## config.mk

```make
export PLATFORM = sky130hd
export DESIGN_NAME = acc_adc_config
export DESIGN_NICKNAME = d
export VERILOG_FILES = /design/src/acc_pkg.sv /design/src/acc_adc_config.sv /design/src/acc_start_holdoff.sv /design/src/acc_trim_correct.sv
export SDC_FILE = /design/constraint.sdc
export NUM_CORES = 1
export LEC_CHECK = 0
export BUFFER_PORTS_ARGS = -buffer_cell sky130_fd_sc_hd__buf_2
export CAP_MARGIN = 20
export CORE_ASPECT_RATIO = 1.5
export CORE_MARGIN = 3
export CORE_UTILIZATION = 45
export DETAILED_ROUTE_END_ITERATION = 10
export GPL_ROUTABILITY_DRIVEN = 0
export PLACE_DENSITY = 0.65
export SYNTH_ARGS = -nofsm -noshare
export SYNTH_HDL_FRONTEND = slang
export SYNTH_SLANG_ARGS = --single-unit
```

## constraint.sdc

```tcl
create_clock -name ref_clk -period 13 [get_ports ref_clk]
set_input_delay 1.95 -clock ref_clk [delete_from_list [all_inputs] [get_ports ref_clk]]
set_output_delay 1.95 -clock ref_clk [all_outputs]
set_load 0.01 [all_outputs]
```

## src/acc_pkg.sv

```systemverilog
// shared constants and types for the converter configuration block
package acc_pkg;
    localparam int ADDR_W = 12;
    localparam int DATA_W = 8;

    // register offsets
    localparam logic [11:0] OFS_FILTER_CFG = 12'h007;
    localparam logic [11:0] OFS_START_DELAY = 12'h008;
    localparam logic [11:0] OFS_GAIN_LOW = 12'h01b;
    localparam logic [11:0] OFS_GAIN_OFFSET = 12'h01c;
    localparam logic [11:0] OFS_CONV_STATUS = 12'h0c0;
    localparam logic [11:0] OFS_CONV_CTRL = 12'h30d;

    // field positions
    localparam int CELL_LSB = 0;
    localparam int BUSBAR_LSB = 3;
    localparam int SETTLE_LSB = 6;
    localparam int DELAY_LSB = 0;
    localparam int GAIN_TOP_BIT = 7;
    localparam int START_BIT = 2;
    localparam int RUN_BIT = 0;
    localparam int AUX_OK_BIT = 1;

    // reset values
    localparam logic [7:0] RST_FILTER_CFG = 8'h00;
    localparam logic [7:0] RST_START_DELAY = 8'h00;
    localparam logic [7:0] RST_GAIN_LOW = 8'h00;
    localparam logic [7:0] RST_GAIN_OFFSET = 8'h00;

    // timing
    localparam int CLK_PERIOD_NS = 50;
    localparam int STEP_US = 5;
    localparam int STEP_CYC = (STEP_US * 1000 + CLK_PERIOD_NS - 1)
        / CLK_PERIOD_NS;
    localparam int MAX_DELAY_US = 200;
    localparam logic [5:0] MAX_DELAY_CODE = 6'(MAX_DELAY_US / STEP_US);
    localparam int SETTLE_SLOW_US = 4300; // 4.3 ms
    localparam int SETTLE_MID_US = 2300; // 2.3 ms
    localparam int SETTLE_FAST_US = 1300; // 1.3 ms
    localparam int SETTLE_SLOW_CYC = (SETTLE_SLOW_US * 1000
        + CLK_PERIOD_NS - 1) / CLK_PERIOD_NS;
    localparam int SETTLE_MID_CYC = (SETTLE_MID_US * 1000
        + CLK_PERIOD_NS - 1) / CLK_PERIOD_NS;
    localparam int SETTLE_FAST_CYC = (SETTLE_FAST_US * 1000
        + CLK_PERIOD_NS - 1) / CLK_PERIOD_NS;

    localparam logic [1:0] SETTLE_SLOW = 2'h0;
    localparam logic [1:0] SETTLE_MID = 2'h1;
    localparam logic [1:0] SETTLE_FAST = 2'h2;

    // filter codes 0x5 and 0x7 share one cut-off
    localparam logic [2:0] CUT_240 = 3'h5;
    localparam logic [2:0] CUT_240_ALIAS = 3'h7;

    localparam int GAIN_FRAC = 15;

    typedef enum logic [2:0] {
        ST_IDLE = 3'b001,
        ST_HOLD = 3'b010,
        ST_RUN = 3'b100
    } acc_state_t;

    typedef struct packed {
        logic [11:0] addr;
        logic [7:0] wrData;
        logic wrStb;
        logic rdStb;
    } acc_reg_req_t;

    typedef struct packed {
        logic [8:0] gain;
        logic [6:0] offset;
    } acc_trim_t;

    typedef struct packed {
        logic [2:0] cellCutoff;
        logic [2:0] busbarCutoff;
    } acc_filter_t;
endpackage

```

## src/acc_adc_config.sv

```systemverilog
// register file, start hold-off, settling and trim for the converters
// What this block does
// - status bit reads 1 while main converter runs, 0 when off
// - aux cell result valid after 4.3, 2.3 or 1.3 ms settling
// - cell filter code selects cut-off 6.5 to 600 Hz
// - filter codes 5 and 7 both select the 240 Hz cut-off
// - busbar filter field uses the same code mapping as the cell
// - after start, converter enable waits for the programmed delay
// - delay is code times 5 us, from 0 to 200 us
// - delay codes beyond 200 us mean no delay
// - low gain trim byte has a register of its own
// - gain trim top bit is bit 7 of the second trim register
// - nine-bit gain trim spans about plus or minus 0.78 percent
// - seven-bit offset trim in bits 6..0, 0.19073 mV steps
// - trims are applied to main results without host action
// - gain trim copied from one-time memory at every reset
// - offset trim copied from one-time memory at every reset
// - start bit acts on write of 1, ignores 0, reads 0
//
// The address-and-strobe port was decided locally.
`timescale 1ns/1ps
module acc_adc_config #(
    parameter int SAMPLE_W = 16,
    parameter int SETTLE_SLOW = acc_pkg::SETTLE_SLOW_CYC,
    parameter int SETTLE_MID = acc_pkg::SETTLE_MID_CYC,
    parameter int SETTLE_FAST = acc_pkg::SETTLE_FAST_CYC
) (
    input wire logic ref_clk,
    input wire logic rst_n,
    input acc_pkg::acc_reg_req_t regReq,
    output logic [7:0] rdData,
    input acc_pkg::acc_trim_t otpTrim,
    input wire logic mainDone,
    output logic mainEnable,
    input wire logic auxMeasStart,
    output logic auxMeasValid,
    output acc_pkg::acc_filter_t filterCfg,
    input wire logic sampleValid,
    input wire logic signed [SAMPLE_W-1:0] sampleIn,
    output logic corrValid,
    output logic signed [SAMPLE_W-1:0] corrOut
);
    import acc_pkg::*;

    localparam int SETTLE_W = 18;

    ////////////////////////////////////////////////////////////////////
    // register file

    logic [7:0] filterReg_r;
    logic [7:0] filterReg_nxt;
    logic [7:0] delayReg_r;
    logic [7:0] delayReg_nxt;
    logic [7:0] gainLow_r;
    logic [7:0] gainLow_nxt;
    logic [7:0] gainOffset_r;
    logic [7:0] gainOffset_nxt;
    logic trimLoad_r;
    logic [7:0] rdData_r;
    logic [7:0] rdData_nxt;
    logic startPulse;
    acc_state_t state_r;
    acc_state_t state_nxt;
    logic auxOk_r;

    // one-time memory is caught the first edge after reset release
    always_comb begin
        filterReg_nxt = filterReg_r;
        delayReg_nxt = delayReg_r;
        gainLow_nxt = gainLow_r;
        gainOffset_nxt = gainOffset_r;
        startPulse = 1'b0;
        if (trimLoad_r) begin
            gainLow_nxt = otpTrim.gain[7:0];
            gainOffset_nxt = {otpTrim.gain[8], otpTrim.offset};
        end else if (regReq.wrStb) begin
            if (regReq.addr == OFS_FILTER_CFG) begin
                filterReg_nxt = regReq.wrData;
            end else if (regReq.addr == OFS_START_DELAY) begin
                delayReg_nxt = regReq.wrData;
            end else if (regReq.addr == OFS_GAIN_LOW) begin
                gainLow_nxt = regReq.wrData;
            end else if (regReq.addr == OFS_GAIN_OFFSET) begin
                gainOffset_nxt = regReq.wrData;
            end else if (regReq.addr == OFS_CONV_CTRL) begin
                startPulse = regReq.wrData[START_BIT];
            end
        end
        if (trimLoad_r && regReq.wrStb && regReq.addr == OFS_CONV_CTRL) begin
            startPulse = regReq.wrData[START_BIT];
        end
    end

    // start bit has no storage, so it always reads back as 0
    always_comb begin
        rdData_nxt = 8'h00;
        if (regReq.rdStb) begin
            if (regReq.addr == OFS_FILTER_CFG) begin
                rdData_nxt = filterReg_r;
            end else if (regReq.addr == OFS_START_DELAY) begin
                rdData_nxt = delayReg_r;
            end else if (regReq.addr == OFS_GAIN_LOW) begin
                rdData_nxt = gainLow_r;
            end else if (regReq.addr == OFS_GAIN_OFFSET) begin
                rdData_nxt = gainOffset_r;
            end else if (regReq.addr == OFS_CONV_STATUS) begin
                rdData_nxt[RUN_BIT] = (state_r == ST_RUN);
                rdData_nxt[AUX_OK_BIT] = auxOk_r;
            end else if (regReq.addr == OFS_CONV_CTRL) begin
                rdData_nxt = 8'h00;
            end
        end
    end

    always_ff @(posedge ref_clk or negedge rst_n) begin
        if (!rst_n) begin
            filterReg_r <= RST_FILTER_CFG;
            delayReg_r <= RST_START_DELAY;
            gainLow_r <= RST_GAIN_LOW;
            gainOffset_r <= RST_GAIN_OFFSET;
            trimLoad_r <= 1'b1;
            rdData_r <= 8'h00;
        end else begin
            filterReg_r <= filterReg_nxt;
            delayReg_r <= delayReg_nxt;
            gainLow_r <= gainLow_nxt;
            gainOffset_r <= gainOffset_nxt;
            trimLoad_r <= 1'b0;
            rdData_r <= rdData_nxt;
        end
    end

    assign rdData = rdData_r;

    ////////////////////////////////////////////////////////////////////
    // filter cut-off selection

    acc_filter_t filter_r;
    acc_filter_t filter_nxt;

    // aliases folded here so the filter sees one code per cut-off
    always_comb begin
        filter_nxt.cellCutoff = filterReg_r[CELL_LSB +: 3];
        filter_nxt.busbarCutoff = filterReg_r[BUSBAR_LSB +: 3];
        if (filter_nxt.cellCutoff == CUT_240_ALIAS) begin
            filter_nxt.cellCutoff = CUT_240;
        end
        if (filter_nxt.busbarCutoff == CUT_240_ALIAS) begin
            filter_nxt.busbarCutoff = CUT_240;
        end
    end

    always_ff @(posedge ref_clk or negedge rst_n) begin
        if (!rst_n) begin
            filter_r <= '0;
        end else begin
            filter_r <= filter_nxt;
        end
    end

    assign filterCfg = filter_r;

    ////////////////////////////////////////////////////////////////////
    // main converter start sequence

    logic holdBusy;
    logic holdDone;

    acc_start_holdoff #(
        .CNT_W(12)
    ) u_holdoff (
        .ref_clk(ref_clk),
        .rst_n(rst_n),
        .start(startPulse),
        .delayCode(delayReg_r[DELAY_LSB +: 6]),
        .busy(holdBusy),
        .done(holdDone)
    );

    // a new start while running restarts the hold-off, as a re-arm
    always_comb begin
        state_nxt = state_r;
        case (state_r)
            ST_IDLE: begin
                if (startPulse) begin
                    state_nxt = holdDone ? ST_RUN : ST_HOLD;
                end
            end
            ST_HOLD: begin
                if (holdDone) begin
                    state_nxt = ST_RUN;
                end
            end
            ST_RUN: begin
                if (startPulse) begin
                    state_nxt = holdDone ? ST_RUN : ST_HOLD;
                end else if (mainDone) begin
                    state_nxt = ST_IDLE;
                end
            end
            default: begin
                state_nxt = ST_IDLE;
            end
        endcase
    end

    always_ff @(posedge ref_clk or negedge rst_n) begin
        if (!rst_n) begin
            state_r <= ST_IDLE;
        end else begin
            state_r <= state_nxt;
        end
    end

    assign mainEnable = (state_r == ST_RUN);

    ////////////////////////////////////////////////////////////////////
    // auxiliary settling timer

    logic [SETTLE_W-1:0] settleCnt_r;
    logic [SETTLE_W-1:0] settleCnt_nxt;
    logic auxOk_nxt;
    logic [SETTLE_W-1:0] settleLoad;

    // reserved code takes the longest wait, the safe side
    always_comb begin
        case (filterReg_r[SETTLE_LSB +: 2])
            acc_pkg::SETTLE_MID: settleLoad = SETTLE_W'(SETTLE_MID);
            acc_pkg::SETTLE_FAST: settleLoad = SETTLE_W'(SETTLE_FAST);
            default: settleLoad = SETTLE_W'(SETTLE_SLOW);
        endcase
        settleCnt_nxt = settleCnt_r;
        auxOk_nxt = auxOk_r;
        if (auxMeasStart) begin
            settleCnt_nxt = settleLoad;
            auxOk_nxt = 1'b0;
        end else if (settleCnt_r != '0) begin
            settleCnt_nxt = settleCnt_r - 1'b1;
            auxOk_nxt = (settleCnt_r == SETTLE_W'(1));
        end
    end

    always_ff @(posedge ref_clk or negedge rst_n) begin
        if (!rst_n) begin
            settleCnt_r <= '0;
            auxOk_r <= 1'b0;
        end else begin
            settleCnt_r <= settleCnt_nxt;
            auxOk_r <= auxOk_nxt;
        end
    end

    assign auxMeasValid = auxOk_r;

    ////////////////////////////////////////////////////////////////////
    // result correction

    acc_trim_t trimNow;

    assign trimNow.gain = {gainOffset_r[GAIN_TOP_BIT],
        gainLow_r};
    assign trimNow.offset = gainOffset_r[6:0];

    acc_trim_correct #(
        .SAMPLE_W(SAMPLE_W)
    ) u_correct (
        .ref_clk(ref_clk),
        .rst_n(rst_n),
        .trim(trimNow),
        .inValid(sampleValid),
        .inData(sampleIn),
        .outValid(corrValid),
        .outData(corrOut)
    );
endmodule

```

## src/acc_start_holdoff.sv

```systemverilog
// programmable hold-off between start command and converter enable
`timescale 1ns/1ps
module acc_start_holdoff #(
    parameter int CNT_W = 12
) (
    input wire logic ref_clk,
    input wire logic rst_n,
    input wire logic start,
    input wire logic [5:0] delayCode,
    output logic busy,
    output logic done
);
    import acc_pkg::*;

    logic [CNT_W-1:0] cnt_r;
    logic [CNT_W-1:0] cnt_nxt;
    logic [5:0] effCode;
    logic [CNT_W-1:0] loadVal;

    always_comb begin
        effCode = (delayCode > MAX_DELAY_CODE) ? 6'h00 : delayCode;
        loadVal = CNT_W'(effCode * STEP_CYC);
        cnt_nxt = cnt_r;
        done = 1'b0;
        if (start) begin
            cnt_nxt = loadVal;
            done = (loadVal == '0);
        end else if (cnt_r != '0) begin
            cnt_nxt = cnt_r - 1'b1;
            done = (cnt_r == CNT_W'(1));
        end
    end

    assign busy = (cnt_r != '0);

    always_ff @(posedge ref_clk or negedge rst_n) begin
        if (!rst_n) begin
            cnt_r <= '0;
        end else begin
            cnt_r <= cnt_nxt;
        end
    end
endmodule

```

## src/acc_trim_correct.sv

```systemverilog
// applies signed gain and offset trim to main conversion results
`timescale 1ns/1ps
module acc_trim_correct #(
    parameter int SAMPLE_W = 16
) (
    input wire logic ref_clk,
    input wire logic rst_n,
    input acc_pkg::acc_trim_t trim,
    input wire logic inValid,
    input wire logic signed [SAMPLE_W-1:0] inData,
    output logic outValid,
    output logic signed [SAMPLE_W-1:0] outData
);
    import acc_pkg::*;

    localparam int PROD_W = SAMPLE_W + 9;
    localparam int SUM_W = SAMPLE_W + 2;
    localparam logic signed [SUM_W-1:0] SAT_MAX =
        SUM_W'({1'b0, {(SAMPLE_W-1){1'b1}}});
    localparam logic signed [SUM_W-1:0] SAT_MIN =
        -SAT_MAX - SUM_W'(1);

    logic signed [PROD_W-1:0] prod;
    logic signed [SUM_W-1:0] sum;
    logic signed [SAMPLE_W-1:0] outData_nxt;
    logic outValid_r;
    logic signed [SAMPLE_W-1:0] outData_r;

    // trims are two's complement; one gain code is 2^-15 of full value
    always_comb begin
        prod = PROD_W'(inData) * PROD_W'($signed(trim.gain));
        sum = SUM_W'(inData) + SUM_W'(prod >>> GAIN_FRAC)
            + SUM_W'($signed(trim.offset));
        if (sum > SAT_MAX) begin
            outData_nxt = SAMPLE_W'(SAT_MAX);
        end else if (sum < SAT_MIN) begin
            outData_nxt = SAMPLE_W'(SAT_MIN);
        end else begin
            outData_nxt = SAMPLE_W'(sum);
        end
    end

    always_ff @(posedge ref_clk or negedge rst_n) begin
        if (!rst_n) begin
            outValid_r <= 1'b0;
            outData_r <= '0;
        end else begin
            outValid_r <= inValid;
            outData_r <= inValid ? outData_nxt : outData_r;
        end
    end

    assign outValid = outValid_r;
    assign outData = outData_r;
endmodule

```

* Word-level counts from Yosys, hierarchy flattened
Cells that the tools add are included.
** Operators by class
- Add/subtract/negate cells :: 4
- Multiply operators :: 2
- $lt $le $gt $ge :: 3
- Equality and inequality tests :: 21
- Muxes and demuxes :: 45
- Bitwise gates (word level) :: 2
- Reduce and logical (&&, ||, !) cells :: 15
** Operators with widths (count)
- $mux W8 :: 16
- $mux W18 :: 2
- $pmux W17 S2 :: 1
- $mux W16 :: 2
- $mul A16 B9 Y25 :: 1
- $eq A12 B5 Y1 const B :: 2
- $mux W12 :: 2
- $mux W3 :: 7
- $add A17 B7 Y18 :: 1
- $eq A18 B1 Y1 const B :: 1
- $gt A18 B16 Y1 const B :: 1
- $lt A18 B16 Y1 const B :: 1
- $reduce_bool A18 Y1 :: 1
- $sub A18 B1 Y18 const B :: 1
- $add A16 B10 Y17 :: 1
- $eq A12 B1 Y1 const B :: 1
- $eq A12 B10 Y1 const B :: 1
- $eq A12 B3 Y1 const B :: 1
- $eq A12 B4 Y1 const B :: 1
- $eq A12 B8 Y1 const B :: 1
- $logic_not A12 Y1 :: 1
- $mux W1 :: 12
- $reduce_bool A12 Y1 :: 1
- $sub A12 B1 Y12 const B :: 1
- 18 further kinds :: 32
** Word-level totals
- Register bits :: 98
- Input port bits :: 59
- Output and inout bits :: 33

* Depth between registers and ports, before layout
Gate-level depths: netlist (run 1).
- Word-level depth :: 13
- Depth in mapped cells :: 32

* By module
Synthesis (run 1) repeated with hierarchy kept, for this count alone.
** Unflattened totals
- Cell total of the unflattened synthesis :: 1127
- Area total of the unflattened synthesis :: 11081.9 um^2
** Modules (own cells, without submodules)
- acc_trim_correct :: instances 1, cells each 677, area an instance 6429.9 um^2
- acc_adc_config :: instances 1, cells each 316, area an instance 3454.6 um^2
- acc_start_holdoff :: instances 1, cells each 134, area an instance 1197.4 um^2

* Least setup slack after synthesis (run 1)
Ideal clock, no wire load.
- Path kind :: input port to flip-flop
- Start point :: input port sampleIn[5]
- End point :: register u_correct.outData_r[1] (netlist: u_correct.outData[1])
- Library setup time :: 0.122 ns
- Arrival time :: 9.529 ns
- Data required time :: 12.878 ns
- Path slack :: 3.349 ns
- Stages :: 28
- Buffers on the path :: 2
- Cells stage by stage :: clkbuf_1 -> nand2_1 -> fa_1 -> inv_1 -> fa_1 -> inv_1 -> fa_1 -> inv_1 -> fa_1 -> ha_1 -> ha_1 -> nor2_1 -> o41ai_1 -> a2111oi_0 -> o31ai_1 -> a31o_2 -> o31ai_1 -> xnor2_1 -> fa_1 -> ha_1 -> and3_4 -> a221o_1 -> a22o_1 -> or4_4 -> a32o_2 -> buf_6 -> a21oi_1 -> o2bb2ai_1
** On the way
- Longest elaborated chain between the ends :: 6
- Elaborated cells on any way between the ends :: 7
** Ends and longest elaborated chain
- start: declaration :: line acc_adc_config.sv:39 : input wire logic signed [SAMPLE_W-1:0] sampleIn,
- $mul A16 B9 Y25 :: line acc_trim_correct.sv:31 : prod = PROD_W'(inData) * PROD_W'($signed(trim.gain));
- $add A16 B10 Y17 (*) :: line acc_trim_correct.sv:32 : sum = SUM_W'(inData) + SUM_W'(prod >>> GAIN_FRAC)
- $add A17 B7 Y18 (*) :: line acc_trim_correct.sv:33 : + SUM_W'($signed(trim.offset));
- $lt A18 B16 Y1 :: line acc_trim_correct.sv:36 : end else if (sum < SAT_MIN) begin
- $mux W16 :: line acc_trim_correct.sv:36
- $mux W16 (*) :: line acc_trim_correct.sv:34 : if (sum > SAT_MAX) begin
- end signal: assignment :: line acc_trim_correct.sv:49 : outData_r <= inValid ? outData_nxt : outData_r;
- end: declaration :: line acc_trim_correct.sv:27 : logic signed [SAMPLE_W-1:0] outData_r;
Mark *: on every way between the ends. The rest lies on a longest branch, timed or not.
A chain may end at the register's enable or synchronous reset.

* Worst setup path in the final report (run 1)
Same ends and word-level chain as after synthesis.

==> results.yml, run 1 <==
run_status:
  status: "completed"
worst_setup_path:
  start_kind: "primary input"
  critPathKind: "primary input to register"
  reg2regPathDepth: 26
  slowest_stage: "o31ai_1"
  cpMostUsedCell: "fa_1"
  cp.required_ps: 13210
  critPathMaxStageDelay_ps: 730
  worstPathMaxFanout: 15
  cp.depth: 27
  arrival_ps: 10540
  worstSetupEndpointType: "register"
  path_delay_family: "adder cells"
  path_buf_inv: 4
cells_and_area:
  fin_nets: 1449
  layout-drive-gt1-share_pct: 12.3
  area_growth_pct: 9.18
  regArea_um2: 2450
  antenna_cells: 0
  multi_input_area_um2: 7710
  fin_area_um2: 11800
  fin_cells: 1483
  nFillCells: 2225
placed_design:
  dpl_cell_area_um2: 11500
  dpl.cell_count: 1466
  io_buffers: 91
  dp_hpwl_um: 20700
job:
  maxCapViolations: 0
sta:
  max_freq_mhz: 96.8
  slew_violations: 0
  fin_crit_ps: 10330
  fin_tns_setup_ps: 0
  rsz0062_at_grt: "no"
  min_period_over_period_pct: 79.5
  worst_slew_pin_slew_ps: 843
  final.setup_skew_ps: 13.0
  hold_viol_final: 0
  setup_viol: 0
  max_slew_margin_pct: 43.4
global_route:
  grt_first_pass_wirelength_um: 43500
  track_usage_pct: 20.8
  antenna_found_initial: 1
  grt_start_max_net_pins: 68
  grt_overflow: 0
  grt_pass1_vias: 8631
min_path:
  worstHoldPathCells: 0
  hp-class: "register to register"
clocking:
  cts_buffers: 9
  clock-sinks: 98
  post_cts_resized: 0
  cts.clk_slew.worst_paths_ps: 80
  hold_buffers: 0
  insertion_delay_ps: 350
  cts_tree: "done"
  post_cts_buffers: 0
  cts-htree-levels: 3
  cts_buffer_depth: 2
  root_buffer: "clkbuf_16"
yosys:
  synthAdderAreaFrac_pct: 35.8
  synth_compound_area_share_pct: 11.5
  ys_ff_latch: 98
  synth_seq_area_share_pct: 22.7
  syn_area_um2: 10800
  synth_top_family_by_area: "adder cells"
  synth.distinct_cells: 75
  async_flop_share_pct: 100
  synth_edf_count: 0
  synth-xor-area-share_pct: 4.06
  yosys.area_share.simple_pct: 16.3
  avgSynthCellArea_um2: 9.82
  synthMuxAreaShare_pct: 3.72
  syn_inst: 1099
  ys_warn_count: 0
  synthesis.nets: 1385
  synthFlopType: "dfrtp_1"
detailed_routing:
  first_pass_iters: 5
  first_iter_violations: 504
  viasPerCell: 5.49
  finalWirelength_um: 26300
  drt-wirelength-per-cell_um: 17.8
  ant_nets: 0
  via_count: 8137
  drcViolationCount: 0
floorplan:
  die_x_um: 132
  fp.dieArea_um2: 25900
  core_um2: 23300
  num_io_pins: 92
  start_util_pct: 46.3
  die_h_um: 196
  placementRows: 68
cells in the final DEF, fill, tap and decap left out, drive strengths merged, types with 10 or more instances in the layout:
master / n
fa: 136
nor3: 19
nor2: 48
inv: 117
buf: 97
xor2: 17
mux2: 17
a21boi: 11
a21oi: 50
a21o: 13
nand2b: 15
ha: 91
and2: 69
o2bb2ai: 14
o21ai: 40
o31ai: 10
mux2i: 21
xnor2: 33
dfrtp: 96
nand2: 122
nor4: 10
layout make-up:
type | instances | area share [%]
clock buffer | 9 | 1.91
clock inverter | 7 | 0.616
inverter | 115 | 3.66
multi-input combinational | 842 | 65.4
sequential | 98 | 20.8
tap | 315 | 3.34
timing repair buffer | 97 | 4.25
flip-flops by register name, summed over array words and instances, names as in the netlist, 8 cells and up:
register,cells
filterReg_r,8
rdData,8
gainLow_r,8
gainOffset_r,8
u_correct.outData,16
settleCnt_r,18
u_holdoff.cnt_r,12
delayReg_r,8
kinds of logic after synthesis:
| kind of cell | count (synthesis) |
|---|---|
| adders and majority gates | 227 |
| xor gates and xnor gates | 50 |
| and+or+nand+nor | 340 |
| buffers and inverters | 159 |
| other | 1 |
| AOI/OAI and AO/OA | 186 |
| DFF | 98 |
| muxes | 38 |
worst paths after layout:
path,end,slack [ps],start
setup / recovery,u_correct.outData[1],2670,sampleIn[5]
setup reg to reg,u_correct.outData[1],3620,gainLow_r[2]
max in group asynchronous,u_holdoff.cnt_r[8],10290,rst_n
hold / removal,filterCfg[3],430,filterReg_r[0]
hold reg to reg,filterCfg[3],430,filterReg_r[0]
min in group asynchronous,settleCnt_r[3],1520,rst_n
synth_stat cells, types with 5 or more instances:
master | instances | area (µm²)
fa_1 | 136 | 2720
nand2_1 | 122 | 458
inv_1 | 114 | 428
dfrtp_1 | 96 | 2400
ha_1 | 91 | 1140
and2_1 | 68 | 425
a21oi_1 | 49 | 245
nor2_1 | 47 | 176
o21ai_0 | 37 | 185
clkbuf_1 | 33 | 124
xnor2_1 | 33 | 289
mux2i_1 | 21 | 210
nor3_1 | 19 | 95.1
mux2_2 | 17 | 191
xor2_1 | 17 | 149
nand2b_1 | 15 | 93.8
o2bb2ai_1 | 14 | 123
a21o_1 | 13 | 97.6
a21boi_0 | 11 | 82.6
o31ai_1 | 10 | 75.1
nor4_1 | 9 | 56.3
a222oi_1 | 8 | 80.1
or3_1 | 7 | 43.8
and3_1 | 6 | 37.5
nor2b_1 | 6 | 37.5
nand3_1 | 5 | 25.0
nand3b_1 | 5 | 37.5
nand4_1 | 5 | 31.3
o21a_1 | 5 | 37.5
metal layers:
layer	vias to the layer above	wire [µm]	track usage, %
li1	3805	-	-
met1	4108	10200	24.5
met2	185	14400	39.5
met3	37	1010	2.51
met4	2	656	5.89
met5	-	13	0
through the flow:
stage | hold slack [ps] | setup slack, ps | util, %
global placement | 409 | 2500 | 49.3
detailed placement | 410 | 2300 | 49.3
finish | 434 | 2670 | 50.6
global route | 455 | 2170 | 50.6
floorplan | 460 | 3350 | -
CTS | 435 | 2670 | 50.5
Power of run 1 is not shown: default switching activity piles up to over one toggle a cycle in this logic, so the estimate is an artifact.
==> inputs of run 2 (changes only) <==
==> constraint.sdc (replaced) <==
create_clock -name ref_clk -period 9.8 [get_ports ref_clk]
set_input_delay 1.47 -clock ref_clk [delete_from_list [all_inputs] [get_ports ref_clk]]
set_output_delay 1.47 -clock ref_clk [all_outputs]
set_load 0.01 [all_outputs]
==> results.yml, run 2 (synthesis results as in run 1) <==
run_status:
  status: "completed"
placed_design:
  dp_hpwl_um: 20900
  dpl.cell_count: 1473
  io_buffers: 91
  dpl_worst_slack_ps: 295
cells_and_area:
  area_growth_pct: 9.73
  max_flop_register: "settleCnt_r"
  largest_register_ffs: 18
  final_cell_mix: "fa_1, nand2_1, inv_1"
  fin_cells: 1489
  antenna_cells: 0
  fin_nets: 1455
  nFillCells: 2190
  final_common_cell: "fa_1"
  layout-drive-gt1-share_pct: 12.8
detailed_routing:
  finalWirelength_um: 26200
  drt-wirelength-per-cell_um: 17.6
  viasPerCell: 5.42
  first_iter_violations: 406
  first_pass_iters: 5
  drcViolationCount: 0
  via_count: 8073
  ant_nets: 0
worst_setup_path:
  cp.required_ps: 10030
  critPathKind: "primary input to register"
  start_kind: "primary input"
  arrival_ps: 9380
  worstPathMaxFanout: 15
  worstSetupEndpointType: "register"
global_route:
  track_usage_pct: 20.5
  grt_overflow: 0
  grt_first_pass_wirelength_um: 43000
  antenna_found_initial: 1
  grt_pass1_vias: 8486
  grt_start_max_net_pins: 70
clocking:
  root_buffer: "clkbuf_16"
  post_cts_buffers: 0
  cts_buffers: 9
  cts_tree: "done"
  cts.clk_slew.worst_paths_ps: 70
  cts_buffer_depth: 2
  post_cts_resized: 0
  insertion_delay_ps: 340
  clock-sinks: 98
  hold_buffers: 0
  cts-htree-levels: 3
floorplan:
  fp.dieArea_um2: 25900
  placementRows: 68
  die_x_um: 132
  die_h_um: 196
  num_io_pins: 92
  start_util_pct: 46.3
  core_um2: 23300
sta:
  rsz0062_at_grt: "no"
  max_slew_margin_pct: 27.4
  setup_viol: 0
  fin_tns_setup_ps: 0
  max_freq_mhz: 109
  slew_violations: 0
  worst_slew_pin_slew_ps: 1080
  whs_ps: 428
  fin_crit_ps: 9150
  min_period_over_period_pct: 93.4
  final.setup_skew_ps: 11.9
  hold_viol_final: 0
  setup_ws_ps: 649
job:
  maxCapViolations: 0
min_path:
  hp-class: "register to register"
-- run 2: changes by cell type in the layout (fill, tap and decap cells not counted), sizes merged --
cell | before | now
clkinvlp | 1 | 2
buf | 97 | 103
clkinv | 4 | 2
bufinv | 0 | 1
-- run 2: routing by layer --
layer / track usage [%] / routed length (µm)
met1: 24.9 / 10400
met3: 2.44 / 819
met2: 38.1 / 14300
met4: 5.55 / 568
met5: 0 / 13
-- run 2: area by class of cell --
| cell class | instances | area, µm² | share of cell area [%] |
|---|---|---|---|
| flip-flops and latches | 98 | 2450 | 20.7 |
| well taps | 315 | 394 | 3.33 |
| clock buffers | 9 | 225 | 1.90 |
| clock inverters | 7 | 85.1 | 0.718 |
| inverters | 115 | 432 | 3.64 |
| repair buffers | 103 | 548 | 4.63 |
| multi-input cells | 842 | 7710 | 65.1 |
-- run 2: through the flow --
stage,utilization [%],area [µm²]
final,50.8,11800
after global routing,50.8,11800
after CTS,50.8,11800
after detailed placement,49.5,11500
after global placement,49.5,11500
after floorplan,-,10800
-- run 2: path summary, 6_finish.rpt --
check / startpoint / to / slack, ps / depth (start not counted)
worst max register to register: gainLow_r[4] / u_correct.outData[10] / 1170 / 23
worst max-delay path: sampleIn[6] / u_correct.outData[10] / 650 / 28
max in group asynchronous: rst_n / u_holdoff.cnt_r[8] / 7530 / 2
worst min-delay path: filterReg_r[0] / filterCfg[3] / 430 / 0
min in group asynchronous: rst_n / settleCnt_r[5] / 1050 / 1
worst min register to register: filterReg_r[0] / filterCfg[3] / 430 / 0
-- run 2: worst max-delay path: stages --
cell       delay (ps)
buf_2             220
nand2_1           110
fa_1              530
inv_1              60
fa_1              510
inv_1              50
fa_1              470
inv_1              50
fa_1              470
ha_1              300
ha_1              300
a21oi_1           130
o41ai_1            90
a2111oi_0         580
o31ai_1           170
buf_4             180
a31o_2            220
o31ai_1           280
xnor2_1           300
fa_1              510
ha_1              370
and3_4            220
a221o_1           370
a22o_1            230
or4_4             480
a32o_2            360
a211oi_1          260
a21oi_1            60
Power of run 2 is left out for the same reason.
